--- src/hw/spdsel_pkg.sv ---
// constants and types for the speed command selector
package spdsel_pkg;
    localparam int SPD_W = 14;
    typedef logic [SPD_W-1:0] spdsel_speed_t;
    localparam spdsel_speed_t SENTINEL = 14'h270F;
    localparam spdsel_speed_t RATED_CEIL = 14'h0BB8;
    localparam spdsel_speed_t RANGE_HI_SMALL = 14'h2EE0;
    localparam spdsel_speed_t RANGE_HI_LARGE = 14'h1F40;
    localparam spdsel_speed_t DEF_HIGH = 14'h0BB8;
    localparam spdsel_speed_t DEF_MID = 14'h05DC;
    localparam spdsel_speed_t DEF_LOW = 14'h012C;
    localparam spdsel_speed_t ZERO_SPEED = 14'h0000;
    localparam int NUM_BANDS = 3;
    localparam int NUM_EXT = 12;
    localparam logic [3:0] CODE_EIGHT = 4'h8;
    localparam logic [3:0] CODE_FIRST_EXT = 4'h4;
    localparam logic [3:0] PRESET_IDX_W = 4'h4;
    typedef enum logic [2:0] {
        SRC_NONE = 3'b000,
        SRC_JOG = 3'b001,
        SRC_MULTI = 3'b010,
        SRC_ANALOG4 = 3'b011,
        SRC_ANALOG2 = 3'b100,
        SRC_MIN = 3'b101
    } spdsel_src_t;
endpackage

--- src/hw/spdsel_band_if.sv ---
// carries one jump band between selector and band checker
`timescale 1ns/1ns
`default_nettype none
interface spdsel_band_if;
    logic [13:0] edge_a;
    logic [13:0] edge_b;
    logic [13:0] speed_in;
    logic hit;
    modport owner(output edge_a, output edge_b, output speed_in, input hit);
    modport checker_side(input edge_a, input edge_b, input speed_in,
        output hit);
endinterface
`default_nettype wire

--- src/hw/spdsel_band.sv ---
// one speed-jump band membership test
`timescale 1ns/1ns
`default_nettype none
module spdsel_band (
    spdsel_band_if.checker_side bus
);
    logic [13:0] lo;
    logic [13:0] hi;
    logic enabled;
    always_comb begin
        enabled = (bus.edge_a != spdsel_pkg::SENTINEL) &&
            (bus.edge_b != spdsel_pkg::SENTINEL);
        lo = (bus.edge_a < bus.edge_b) ? bus.edge_a : bus.edge_b;
        hi = (bus.edge_a < bus.edge_b) ? bus.edge_b : bus.edge_a;
        bus.hit = enabled && (bus.speed_in >= lo) &&
            (bus.speed_in <= hi);
    end
endmodule
`default_nettype wire

--- src/hw/spdsel_top.sv ---
// speed command selector: presets, source priority, jumps, clamping
// Contract
// - start alone runs toward minimum when minimum is at or above start
// - three independent jump bands, either edge order
// - sentinel boundary disables its jump band
// - target in band becomes band's A edge
// - ramping speed may cross jump bands
// - store high settings, clamp target speed
// - setting range depends on drive capacity
// - high, mid, low inputs pick their presets
// - basic presets reset to defaults
// - four inputs pick presets four to fifteen
// - in-range preset writes to index 1 to 15 accepted, ignoring protect
// - among basic inputs mid wins over low, low over high
// - extension alone with speed eight unset: low
// - jog over multi-speed over analog inputs
`timescale 1ns/1ns
`default_nettype none
module spdsel_top (
    input wire logic i_clk_sys,
    input wire logic i_rst_b,
    input wire logic i_select_high,
    input wire logic i_select_mid,
    input wire logic i_select_low,
    input wire logic i_select_extend,
    input wire logic i_jog_select,
    input wire logic [13:0] i_jog_speed,
    input wire logic i_analog4_valid,
    input wire logic [13:0] i_analog4_speed,
    input wire logic i_analog2_valid,
    input wire logic [13:0] i_analog2_speed,
    input wire logic i_start,
    input wire logic i_large_capacity,
    input wire logic i_parameter_write_protect,
    input wire logic i_preset_wr,
    input wire logic [3:0] i_preset_idx,
    input wire logic [13:0] i_preset_data,
    input wire logic i_jump_wr,
    input wire logic [2:0] i_jump_idx,
    input wire logic [13:0] i_jump_data,
    input wire logic [13:0] i_minimum_speed_setting,
    input wire logic [13:0] i_starting_speed_setting,
    input wire logic [13:0] i_maximum_speed_setting,
    input wire logic [13:0] i_running_speed,
    output logic [13:0] o_target_speed,
    output logic o_target_valid,
    output logic [2:0] o_source,
    output logic o_jump_active,
    output logic o_running_in_band,
    output logic o_clamped,
    output logic o_write_reject
);
    localparam int NUM_B = spdsel_pkg::NUM_BANDS;
    // preset index 1=high 2=mid 3=low, 4..15 extended
    logic [13:0] preset_reg [0:15];
    logic [13:0] preset_next [0:15];
    logic [13:0] jump_reg [0:5];
    logic [13:0] jump_next [0:5];
    logic [3:0] sel_reg;
    logic [3:0] sel_next;
    logic [13:0] target_reg;
    logic [13:0] target_next;
    logic valid_reg;
    logic valid_next;
    logic [2:0] src_reg;
    logic [2:0] src_next;
    logic jump_act_reg;
    logic jump_act_next;
    logic run_band_reg;
    logic run_band_next;
    logic clamp_reg;
    logic clamp_next;
    logic rej_reg;
    logic rej_next;
    logic [13:0] raw_speed;
    logic raw_valid;
    logic [2:0] raw_src;
    logic [13:0] range_hi;
    logic [13:0] limited;
    logic [13:0] jumped;
    logic [NUM_B-1:0] cmd_hit;
    logic [NUM_B-1:0] run_hit;
    logic [3:0] code;
    logic [3:0] combo_idx;
    logic combo_set;

    spdsel_band_if cmd_if [NUM_B] ();
    spdsel_band_if run_if [NUM_B] ();
    genvar g;
    generate
        for (g = 0; g < NUM_B; g++) begin : g_band
            assign cmd_if[g].edge_a = jump_reg[2*g];
            assign cmd_if[g].edge_b = jump_reg[2*g+1];
            assign cmd_if[g].speed_in = limited;
            assign cmd_hit[g] = cmd_if[g].hit;
            assign run_if[g].edge_a = jump_reg[2*g];
            assign run_if[g].edge_b = jump_reg[2*g+1];
            assign run_if[g].speed_in = i_running_speed;
            assign run_hit[g] = run_if[g].hit;
            spdsel_band u_cmd (.bus(cmd_if[g]));
            spdsel_band u_run (.bus(run_if[g]));
        end
    endgenerate

    // parameter storage; protect input deliberately ignored for presets
    always_comb begin
        range_hi = i_large_capacity ? spdsel_pkg::RANGE_HI_LARGE :
            spdsel_pkg::RANGE_HI_SMALL;
        for (int i = 0; i < 16; i++) begin
            preset_next[i] = preset_reg[i];
        end
        for (int j = 0; j < 6; j++) begin
            jump_next[j] = jump_reg[j];
        end
        rej_next = 1'b0;
        if (i_preset_wr) begin
            // accepted running or not, protect ignored
            if (i_preset_idx == 4'h0) begin
                rej_next = 1'b1;
            end else if (i_preset_data <= range_hi ||
                (i_preset_idx >= spdsel_pkg::CODE_FIRST_EXT &&
                i_preset_data == spdsel_pkg::SENTINEL)) begin
                preset_next[i_preset_idx] = i_preset_data;
            end else begin
                rej_next = 1'b1;
            end
        end
        if (i_jump_wr) begin
            if (i_jump_idx > 3'h5) begin
                rej_next = 1'b1;
            end else if (i_jump_data <= range_hi ||
                i_jump_data == spdsel_pkg::SENTINEL) begin
                jump_next[i_jump_idx] = i_jump_data;
            end else begin
                rej_next = 1'b1;
            end
        end
    end

    always_ff @(posedge i_clk_sys or negedge i_rst_b) begin
        if (!i_rst_b) begin
            for (int i = 0; i < 16; i++) begin
                preset_reg[i] <= spdsel_pkg::SENTINEL;
            end
            preset_reg[0] <= spdsel_pkg::ZERO_SPEED;
            preset_reg[1] <= spdsel_pkg::DEF_HIGH;
            preset_reg[2] <= spdsel_pkg::DEF_MID;
            preset_reg[3] <= spdsel_pkg::DEF_LOW;
            for (int j = 0; j < 6; j++) begin
                jump_reg[j] <= spdsel_pkg::SENTINEL;
            end
            rej_reg <= 1'b0;
        end else begin
            preset_reg <= preset_next;
            jump_reg <= jump_next;
            rej_reg <= rej_next;
        end
    end

    // two or three basic inputs pick speeds four to seven; an unset
    // entry falls back to the mid-over-low-over-high pick below
    always_comb begin
        combo_idx = 4'h0;
        case (sel_reg[2:0])
            3'b110: begin
                combo_idx = 4'h4;
            end
            3'b101: begin
                combo_idx = 4'h5;
            end
            3'b011: begin
                combo_idx = 4'h6;
            end
            3'b111: begin
                combo_idx = 4'h7;
            end
            default: begin
                combo_idx = 4'h0;
            end
        endcase
        combo_set = (combo_idx != 4'h0) &&
            (preset_reg[combo_idx] != spdsel_pkg::SENTINEL);
    end

    // select code: bit0 high, bit1 mid, bit2 low, bit3 extend
    always_comb begin
        sel_next = {i_select_extend, i_select_low, i_select_mid,
            i_select_high};
        code = sel_reg;
        raw_speed = spdsel_pkg::ZERO_SPEED;
        raw_valid = 1'b0;
        raw_src = spdsel_pkg::SRC_NONE;
        if (i_jog_select) begin
            raw_speed = i_jog_speed;
            raw_valid = 1'b1;
            raw_src = spdsel_pkg::SRC_JOG;
        end else if (code != 4'h0) begin
            raw_valid = 1'b1;
            raw_src = spdsel_pkg::SRC_MULTI;
            if (!code[3]) begin
                // mid wins over high and low, low wins over high
                if (code[1]) begin
                    raw_speed = preset_reg[2];
                end else if (code[2]) begin
                    raw_speed = preset_reg[3];
                end else begin
                    raw_speed = preset_reg[1];
                end
                if (code[1] && code[2]) begin
                    raw_speed = preset_reg[2];
                end
                if (combo_set) begin
                    raw_speed = preset_reg[combo_idx];
                end
            end else if (code == spdsel_pkg::CODE_EIGHT &&
                preset_reg[code] == spdsel_pkg::SENTINEL) begin
                raw_speed = preset_reg[3];
            end else if (preset_reg[code] != spdsel_pkg::SENTINEL) begin
                raw_speed = preset_reg[code];
            end else begin
                raw_valid = 1'b0;
                raw_src = spdsel_pkg::SRC_NONE;
            end
        end else if (i_analog4_valid) begin
            raw_speed = i_analog4_speed;
            raw_valid = 1'b1;
            raw_src = spdsel_pkg::SRC_ANALOG4;
        end else if (i_analog2_valid) begin
            raw_speed = i_analog2_speed;
            raw_valid = 1'b1;
            raw_src = spdsel_pkg::SRC_ANALOG2;
        end
        if (!raw_valid && i_start &&
            i_minimum_speed_setting >= i_starting_speed_setting) begin
            raw_speed = i_minimum_speed_setting;
            raw_valid = 1'b1;
            raw_src = spdsel_pkg::SRC_MIN;
        end
        // clamp: min (not for jog), max, rated ceiling
        limited = raw_speed;
        clamp_next = 1'b0;
        if (raw_src != spdsel_pkg::SRC_JOG &&
            limited < i_minimum_speed_setting && raw_valid) begin
            limited = i_minimum_speed_setting;
        end
        if (limited > i_maximum_speed_setting) begin
            limited = i_maximum_speed_setting;
            clamp_next = 1'b1;
        end
        if (limited > spdsel_pkg::RATED_CEIL) begin
            limited = spdsel_pkg::RATED_CEIL;
            clamp_next = 1'b1;
        end
        // first band in order wins when bands overlap
        jumped = limited;
        jump_act_next = 1'b0;
        for (int b = NUM_B - 1; b >= 0; b--) begin
            if (cmd_hit[b] && raw_valid) begin
                jumped = jump_reg[2*b];
                jump_act_next = 1'b1;
            end
        end
        if (jumped > spdsel_pkg::RATED_CEIL) begin
            jumped = spdsel_pkg::RATED_CEIL;
        end
        target_next = raw_valid ? jumped : spdsel_pkg::ZERO_SPEED;
        valid_next = raw_valid;
        src_next = raw_src;
        // running speed is only reported, never altered by jumps
        run_band_next = |run_hit;
    end

    always_ff @(posedge i_clk_sys or negedge i_rst_b) begin
        if (!i_rst_b) begin
            sel_reg <= 4'h0;
            target_reg <= spdsel_pkg::ZERO_SPEED;
            valid_reg <= 1'b0;
            src_reg <= spdsel_pkg::SRC_NONE;
            jump_act_reg <= 1'b0;
            run_band_reg <= 1'b0;
            clamp_reg <= 1'b0;
        end else begin
            sel_reg <= sel_next;
            target_reg <= target_next;
            valid_reg <= valid_next;
            src_reg <= src_next;
            jump_act_reg <= jump_act_next;
            run_band_reg <= run_band_next;
            clamp_reg <= clamp_next;
        end
    end

    assign o_target_speed = target_reg;
    assign o_target_valid = valid_reg;
    assign o_source = src_reg;
    assign o_jump_active = jump_act_reg;
    assign o_running_in_band = run_band_reg;
    assign o_clamped = clamp_reg;
    assign o_write_reject = rej_reg;
endmodule
`default_nettype wire

--- config.mk ---
export PLATFORM = sky130hd
export DESIGN_NAME = spdsel_top
export DESIGN_NICKNAME = d
export VERILOG_FILES = /design/src/hw/spdsel_pkg.sv /design/src/hw/spdsel_band_if.sv /design/src/hw/spdsel_band.sv /design/src/hw/spdsel_top.sv
export SDC_FILE = /design/constraint.sdc
export NUM_CORES = 1
export LEC_CHECK = 0
export ABC_AREA = 1
export BUFFER_PORTS_ARGS = -buffer_cell sky130_fd_sc_hd__buf_2
export CORE_MARGIN = 2
export CORE_UTILIZATION = 62
export DETAILED_ROUTE_END_ITERATION = 6
export GPL_TIMING_DRIVEN = 0
export PLACE_DENSITY = 0.82
export SLEW_MARGIN = 15
export SYNTH_ARGS = -nofsm -noshare
export SYNTH_HDL_FRONTEND = slang
export SYNTH_SLANG_ARGS = --single-unit
--- constraint.sdc ---
create_clock -name i_clk_sys -period 10.4 [get_ports i_clk_sys]
set_input_delay 1.04 -clock i_clk_sys [delete_from_list [all_inputs] [get_ports i_clk_sys]]
set_output_delay 1.04 -clock i_clk_sys [all_outputs]
set_load 0.02 [all_outputs]
After elaboration in Yosys (flattened, before gate mapping)
Cells that the tools add are included.
{ "totals": {"regBits": 334, "inputBits": 147, "out_inout_bits": 22, "word_cells": 187} }
{ "op_classes": {"order_cmp": 30, "n_eq_ne": 17, "mux": 67, "bitwise_logic": 6, "n_reduce_logical": 37} }
{ "ops": {"columns": ["cell", "n"], "rows": [
  ["$mux W14", 33],
  ["$bwmux W224", 1],
  ["$bmux W14 S4", 2],
  ["$le A14 B14 Y1", 8],
  ["$ne A14 B14 Y1 const B", 8],
  ["$ge A14 B14 Y1", 7],
  ["$bwmux W84", 1],
  ["$demux W14 S4", 1],
  ["$lt A14 B14 Y1", 4],
  ["$demux W14 S3", 1],
  ["$eq A14 B14 Y1 const B", 3],
  ["$gt A14 B12 Y1 const B", 2],
  ["$logic_and A1 B1 Y1", 28],
  ["$mux W1", 19],
  ["$ge A5 B5 Y1 const B", 3],
  ["$mux W3", 5],
  ["$not A4 Y5", 3],
  ["$gt A14 B14 Y1", 1],
  ["$pmux W3 S4", 1],
  ["$eq A3 B3 Y1 const B", 3],
  ["$reduce_bool A4 Y1", 2],
  ["$mux W2", 3],
  ["$reduce_and A3 Y1", 2],
  ["$lt A5 B1 Y1 const B", 1],
  ["other kinds (13)", 15]
]} }

Longest topological paths before layout
{ "depth": {"word_depth": 32, "depth_mapped": 82, "depth_no_buf": 78} }

Hierarchy
A second synthesis with hierarchy kept.
{ "hier_totals": {"cells_unflattened": 4374, "hier_area_um2": 29553.3} }
{ "by_module_without_submodules": {"columns": ["mod", "instances", "cells_per_inst", "area_per_inst_um2", "seq_area_each_um2"], "rows": [
  ["spdsel_top", 1, 2610, 18910.6, 8560.7],
  ["spdsel_band (g_band[0].u_cmd ...)", 4, 294, 1781.7, 0.0],
  ["spdsel_band (g_band[1].u_cmd ...)", 2, 294, 1757.9, 0.0]
]} }

Worst setup path before layout
OpenSTA, ideal clock, no wires.
{ "synth_path": {"path_kind": "input -> register", "start": "input i_starting_speed_setting[5]", "end": "register target_reg[10] (netlist: o_target_speed[10])", "setup_time_ps": 125, "t_arrival_ps": 9317, "t_required_ps": 10275, "path_slack_ps": 957, "cell_stages": 65, "n_path_buf": 6, "cell_sequence": "inv_1 -> ha_1 -> nand2_1 -> nor4_1 -> nand2_1 -> nand3_1 -> nand2_1 -> inv_1 -> nand3_1 -> buf_2 -> buf_2 -> o21ai_0 -> inv_1 -> ha_1 -> a21oi_1 -> nor2_1 -> a211oi_1 -> o22ai_1 -> [... 29 more ...] -> o21ai_0 -> a221oi_1 -> nor2_1 -> a211oi_1 -> o21ai_0 -> nand3_1 -> a21oi_1 -> nor2_1 -> nand2_1 -> clkinv_1 -> clkbuf_1 -> nand2_1 -> nand2_1 -> nand2_1 -> nor2_1 -> nand4_2 -> nand3_2 -> nor2_1"} }
{ "synth_between": {"elab_chain_cells": 21, "elab_cells_between_ends": 35, "classes_between": "11 x order compare; 1 x eq/ne; 11 x mux; 12 x reduce/logical"} }
{ "synth_rtl": {"columns": ["item", "line_no", "source"], "rows": [
  ["start: declaration", "spdsel_top.sv:42", "input wire logic [13:0] i_starting_speed_setting,"],
  ["$ge A14 B14 Y1 *", "spdsel_top.sv:234", "i_minimum_speed_setting >= i_starting_speed_setting) begin"],
  ["$logic_and A1 B1 Y1 *", "spdsel_top.sv:233", "if (!raw_valid && i_start &&"],
  ["$mux W14 or $mux W3 (tied branches)", "spdsel_top.sv:233", null],
  ["$lt A14 B14 Y1 or $ne A3 B1 Y1 (tied branches)", "spdsel_top.sv:243, spdsel_top.sv:242", null],
  ["$logic_and A1 B1 Y1", "spdsel_top.sv:242", "if (raw_src != spdsel_pkg::SRC_JOG &&"],
  ["$logic_and A1 B1 Y1", "spdsel_top.sv:243", "limited < i_minimum_speed_setting && raw_valid) begin"],
  ["$mux W14", "spdsel_top.sv:242", null],
  ["$gt A14 B14 Y1", "spdsel_top.sv:246", "if (limited > i_maximum_speed_setting) begin"],
  ["[... 3 more ...]", null, null],
  ["$ge A14 B14 Y1", "spdsel_band.sv:15", "bus.hit = enabled && (bus.speed_in >= lo) &&"],
  ["$logic_and A1 B1 Y1 (2 in series)", "spdsel_band.sv:15", null],
  ["$logic_and A1 B1 Y1", "spdsel_top.sv:258", "if (cmd_hit[b] && raw_valid) begin"],
  ["$mux W14 (3 in series)", "spdsel_top.sv:258", null],
  ["$gt A14 B12 Y1", "spdsel_top.sv:263", "if (jumped > spdsel_pkg::RATED_CEIL) begin"],
  ["$mux W14", "spdsel_top.sv:263", null],
  ["$mux W14 *", "spdsel_top.sv:266", "target_next = raw_valid ? jumped : spdsel_pkg::ZERO_SPEED;"],
  ["via target_next[10]", "spdsel_top.sv:62", "logic [13:0] target_next;"],
  ["end signal: assignment", "spdsel_top.sv:276", "target_reg <= spdsel_pkg::ZERO_SPEED;"],
  ["end signal: assignment", "spdsel_top.sv:284", "target_reg <= target_next;"],
  ["end: declaration", "spdsel_top.sv:61", "logic [13:0] target_reg;"]
]} }
Mark *: on every way through the listed nets, which the timed path passes. The rest lies on a longest branch.
A chain may end at the register's enable or synchronous reset.

Final worst setup path
{ "layout_path": {"start": "register sel_reg[0] (netlist: code[0])", "end": "register target_reg[10] (netlist: o_target_speed[10])"} }
{ "layout_between": {"elab_chain_cells": 32, "elab_cells_between_ends": 73, "classes_between": "10 x order compare; 9 x eq/ne; 34 x mux; 2 x bitwise; 18 x reduce/logical"} }
{ "layout_rtl": {"columns": ["item", "line_no", "source"], "rows": [
  ["start: declaration", "spdsel_top.sv:59", "logic [3:0] sel_reg;"],
  ["start signal: assignment", "spdsel_top.sv:283", "sel_reg <= sel_next;"],
  ["branches (longest 31 deep; another with $bmux W14 S4)", null, null],
  ["$mux W14 *", "spdsel_top.sv:266", null],
  ["via target_next[10]", "spdsel_top.sv:62", null]
]} }
Mark *: on every way through the listed nets, which the timed path passes. The select of a mux whose other input is x is not followed.

==> flow_summary_export.csv <==
group,metric,value,unit
run_status,status,"finished, violations left",
run_status,violations,"DRC, setup timing",
global_route,antenna_found_initial,2,
drt,drc,1,
sta,layout_min_cycle_time,10.59,ns
placed_design,numPortBuffers,165,
clock_tree,cts_tree,"built",
sta,finalSetupViolations,12,
drt,drt_first_iter_violations,3501,
power,totalPowerFinal,7.71,mW
cells_and_area,stdcell_count,4222,
drt,routed_wl,96100,um
yosys,yosysUniqueCellTypes,55,
critical_path,crit_path_max_incr_delay,0.50,ns
yosys,synthAdderAreaFrac,0.133,
drt,dr.pass1.iters,7,
placed_design,place_congestion,1.02,
yosys,yosysMostFrequentCell,"nand2_1",
sta,maxSlewHeadroom,0.363,
yosys,synth_top_family_by_area,"simple AND/OR/NAND/NOR gates",
sta,finalHoldViolCount,0,
critical_path,cpMostUsedCell,"nand2_1",
yosys,yosysWarnings,0,
critical_path,startpoint_type,"flop",
global_route,grt_use_total,0.445,
clock_tree,ctsHtreeMaxLevel,2,
placed_design,hpwlAfterDp,67900,um
drt,ant_nets,0,
clock_tree,cts_hold_buf,0,
yosys,synth_common_cells,"nand2_1 (1,062), o21ai_0 (463), inv_1 (322), ha_1 (258), dfrtp_1 (172)",
yosys,yosysTopAreaCell,"dfrtp_1",
sta,period_share,1.02,
critical_path,criticalPathCategory,"flop to flop",
critical_path,worst-path-max-fanout,10,
job,cap_viol_max_count,0,
yosys,seq_area_frac_synth,0.353,
yosys,synthTopCellsByArea,"dfrtp_1 (18%), dfstp_2 (18%), nand2_1 (16%)",
yosys,synth_top_area_frac,0.178,
die,start_util,0.627,
sta,drv_slew,0,
critical_path,crit_arrival,11.01,ns
die,dieArea,40700,um2
critical_path,cp_slowest_cell,"dfrtp_2",
cells_and_area,fillers,2732,
yosys,synth-compound-area-share,0.184,
power,p_leak,14.4,nW
clock_tree,cts-root-buf,"clkbuf_16",
yosys,synth_area_per_cell,7.22,um2
placed_design,dp_slack,-2.36,ns
sta,max_freq,94.4,MHz
cells_and_area,synthToLayoutAreaGrowth,22.2,%
yosys,synth_edf_count,0,
yosys,synth.mux.area_fraction,0.000413,
global_route,grt_max_degree,107,
die,io_pins,169,
die,core,38600,um2
sta,rsz0062_at_grt,"yes",
die,die_w,202,um
clock_tree,clock-sinks,334,
sta,tns,-1.74,ns
min_path,hold_path.class,"primary input to asynchronous set/reset pin",
clock_tree,clock_latency,0.55,ns
sta,fin_skew,0.0244,ns
die,num_rows,72,
yosys,synth-simple-area-share,0.245,
yosys,synth-seq-cells,334,
clock_tree,clk_pin_slew,0.07,ns
drt,wl_per_cell,22.8,um
clock_tree,clockBufferDepth,3,
cells_and_area,final_util,0.766,
global_route,grt_pass1_wl,140000,um
global_route,grt.overflow.total,0,
clock_tree,cts_made_buffers,36,
cells_and_area,nets,4080,
cells_and_area,largest_reg_flops,224,
sta,fin_ws,-0.190,ns
critical_path,worstPathRequired,10.82,ns
placed_design,dp.cells,4054,
yosys,syn_inst,3355,
die,die_y,202,um
yosys,yosys.area_share.xor_xnor,0,
power,power_density,261,nW/um2
yosys,synthArstFlopShare,1.00,
cells_and_area,drive_gt1_frac,0.222,
yosys,synth_area,24200,um2
global_route,first_global_vias,25400,
power,ir_worst_vdd,201,uV
sta,tightest_slew,0.955,ns
drt,vias_per_cell,6.37,
yosys,ys.flop_type,"dfrtp_1",
drt,vias,26900,
critical_path,end_kind,"flop",
==> layout make-up <==
cell class	count	area, um2	area share
Tap cell	518	648	0.0219
Clock buffer	47	1030	0.0350
Buffer	166	1080	0.0366
Timing Repair inverter	1	5.00	0.000169
Sequential cell	334	8560	0.289
Clock inverter	19	198	0.00668
Inverter	342	1320	0.0444
Timing Repair Buffer	268	1930	0.0653
Multi-Input combinational cell	2526	14800	0.501
Antenna cell	1	2.50	0.0000845
==> cell families (layout without fill, tap and decap cells) <==
kind of cell | count (synthesis) | count (layout)
AO/OA/AOI/OAI | 797 | 797
multiplexers | 1 | 1
buffers and inverters | 509 | 843
AND/OR/NAND/NOR | 1455 | 1456
adder cells (fa/ha/maj) | 258 | 258
flip-flops | 334 | 334
other | 1 | 15
==> worst paths after layout <==
| kind | from | to | slack (ns) | cells after the start |
|---|---|---|---|---|
| min | i_rst_b | preset_reg[137] | 0.41 | 1 |
| max in group asynchronous | i_rst_b | preset_reg[10] | 8.74 | 3 |
| min reg2reg | preset_reg[214] | preset_reg[214] | 0.47 | 1 |
| max | code[0] | o_target_speed[10] | -0.19 | 69 |
| max reg2reg | code[0] | o_target_speed[10] | -0.19 | 69 |
| min in group i_clk_sys | preset_reg[214] | preset_reg[214] | 0.47 | 1 |
==> cell usage in the layout, fill, tap and decap left out, types with 46 or more instances in the layout <==
cell type | netlist | final
clkbuf_1 | 120 | 102
nand2_2 | 5 | 46
dfrtp_1 | 172 | 171
clkbuf_16 | 0 | 46
dfstp_2 | 162 | 162
nor2_1 | 134 | 108
o21ai_0 | 463 | 435
nand3_1 | 151 | 122
ha_1 | 258 | 247
a21oi_1 | 156 | 136
buf_2 | 27 | 169
inv_1 | 322 | 310
nand2_1 | 1062 | 1002
buf_4 | 8 | 85
==> stage by stage <==
stage,area (um2),hold slack [ns]
3_3_place_gp,25700,0.440
4_1_cts,28000,0.434
5_1_grt,29600,0.451
2_1_floorplan,24300,0.429
3_5_place_dp,25800,0.447
6_report,29600,0.406
==> repair_timing <==
action,in CTS,in global routing
pin swaps,22,101
buffers inserted,33,57
resized for setup,194,265
endpoints found under the setup margin,13,13
gates cloned,1,11
==> report_power, final <==
part	total (mW)	internal, mW	switching [mW]
registers	1.97	1.71	0.265
clock network	1.35	0.764	0.587
logic	4.39	1.65	2.74
total	7.71	4.13	3.59
==> routing by layer <==
metal,GRT usage,wire length (um)
met1,0.538,34500
met5,0,17
met4,0.303,8060
met3,0.0659,9600
met2,0.737,44000
==> critical path, delay by kind of cell (launching register included) <==
kind | cells | cell delay [ns]
adder cells (fa/ha/maj) | 3 | 0.81
buffers and inverters | 15 | 1.81
AO/OA/AOI/OAI | 19 | 3.54
AND/OR/NAND/NOR | 32 | 3.77
flip-flops | 1 | 0.50
No activity file was read; power rests on OpenSTA's default activity.
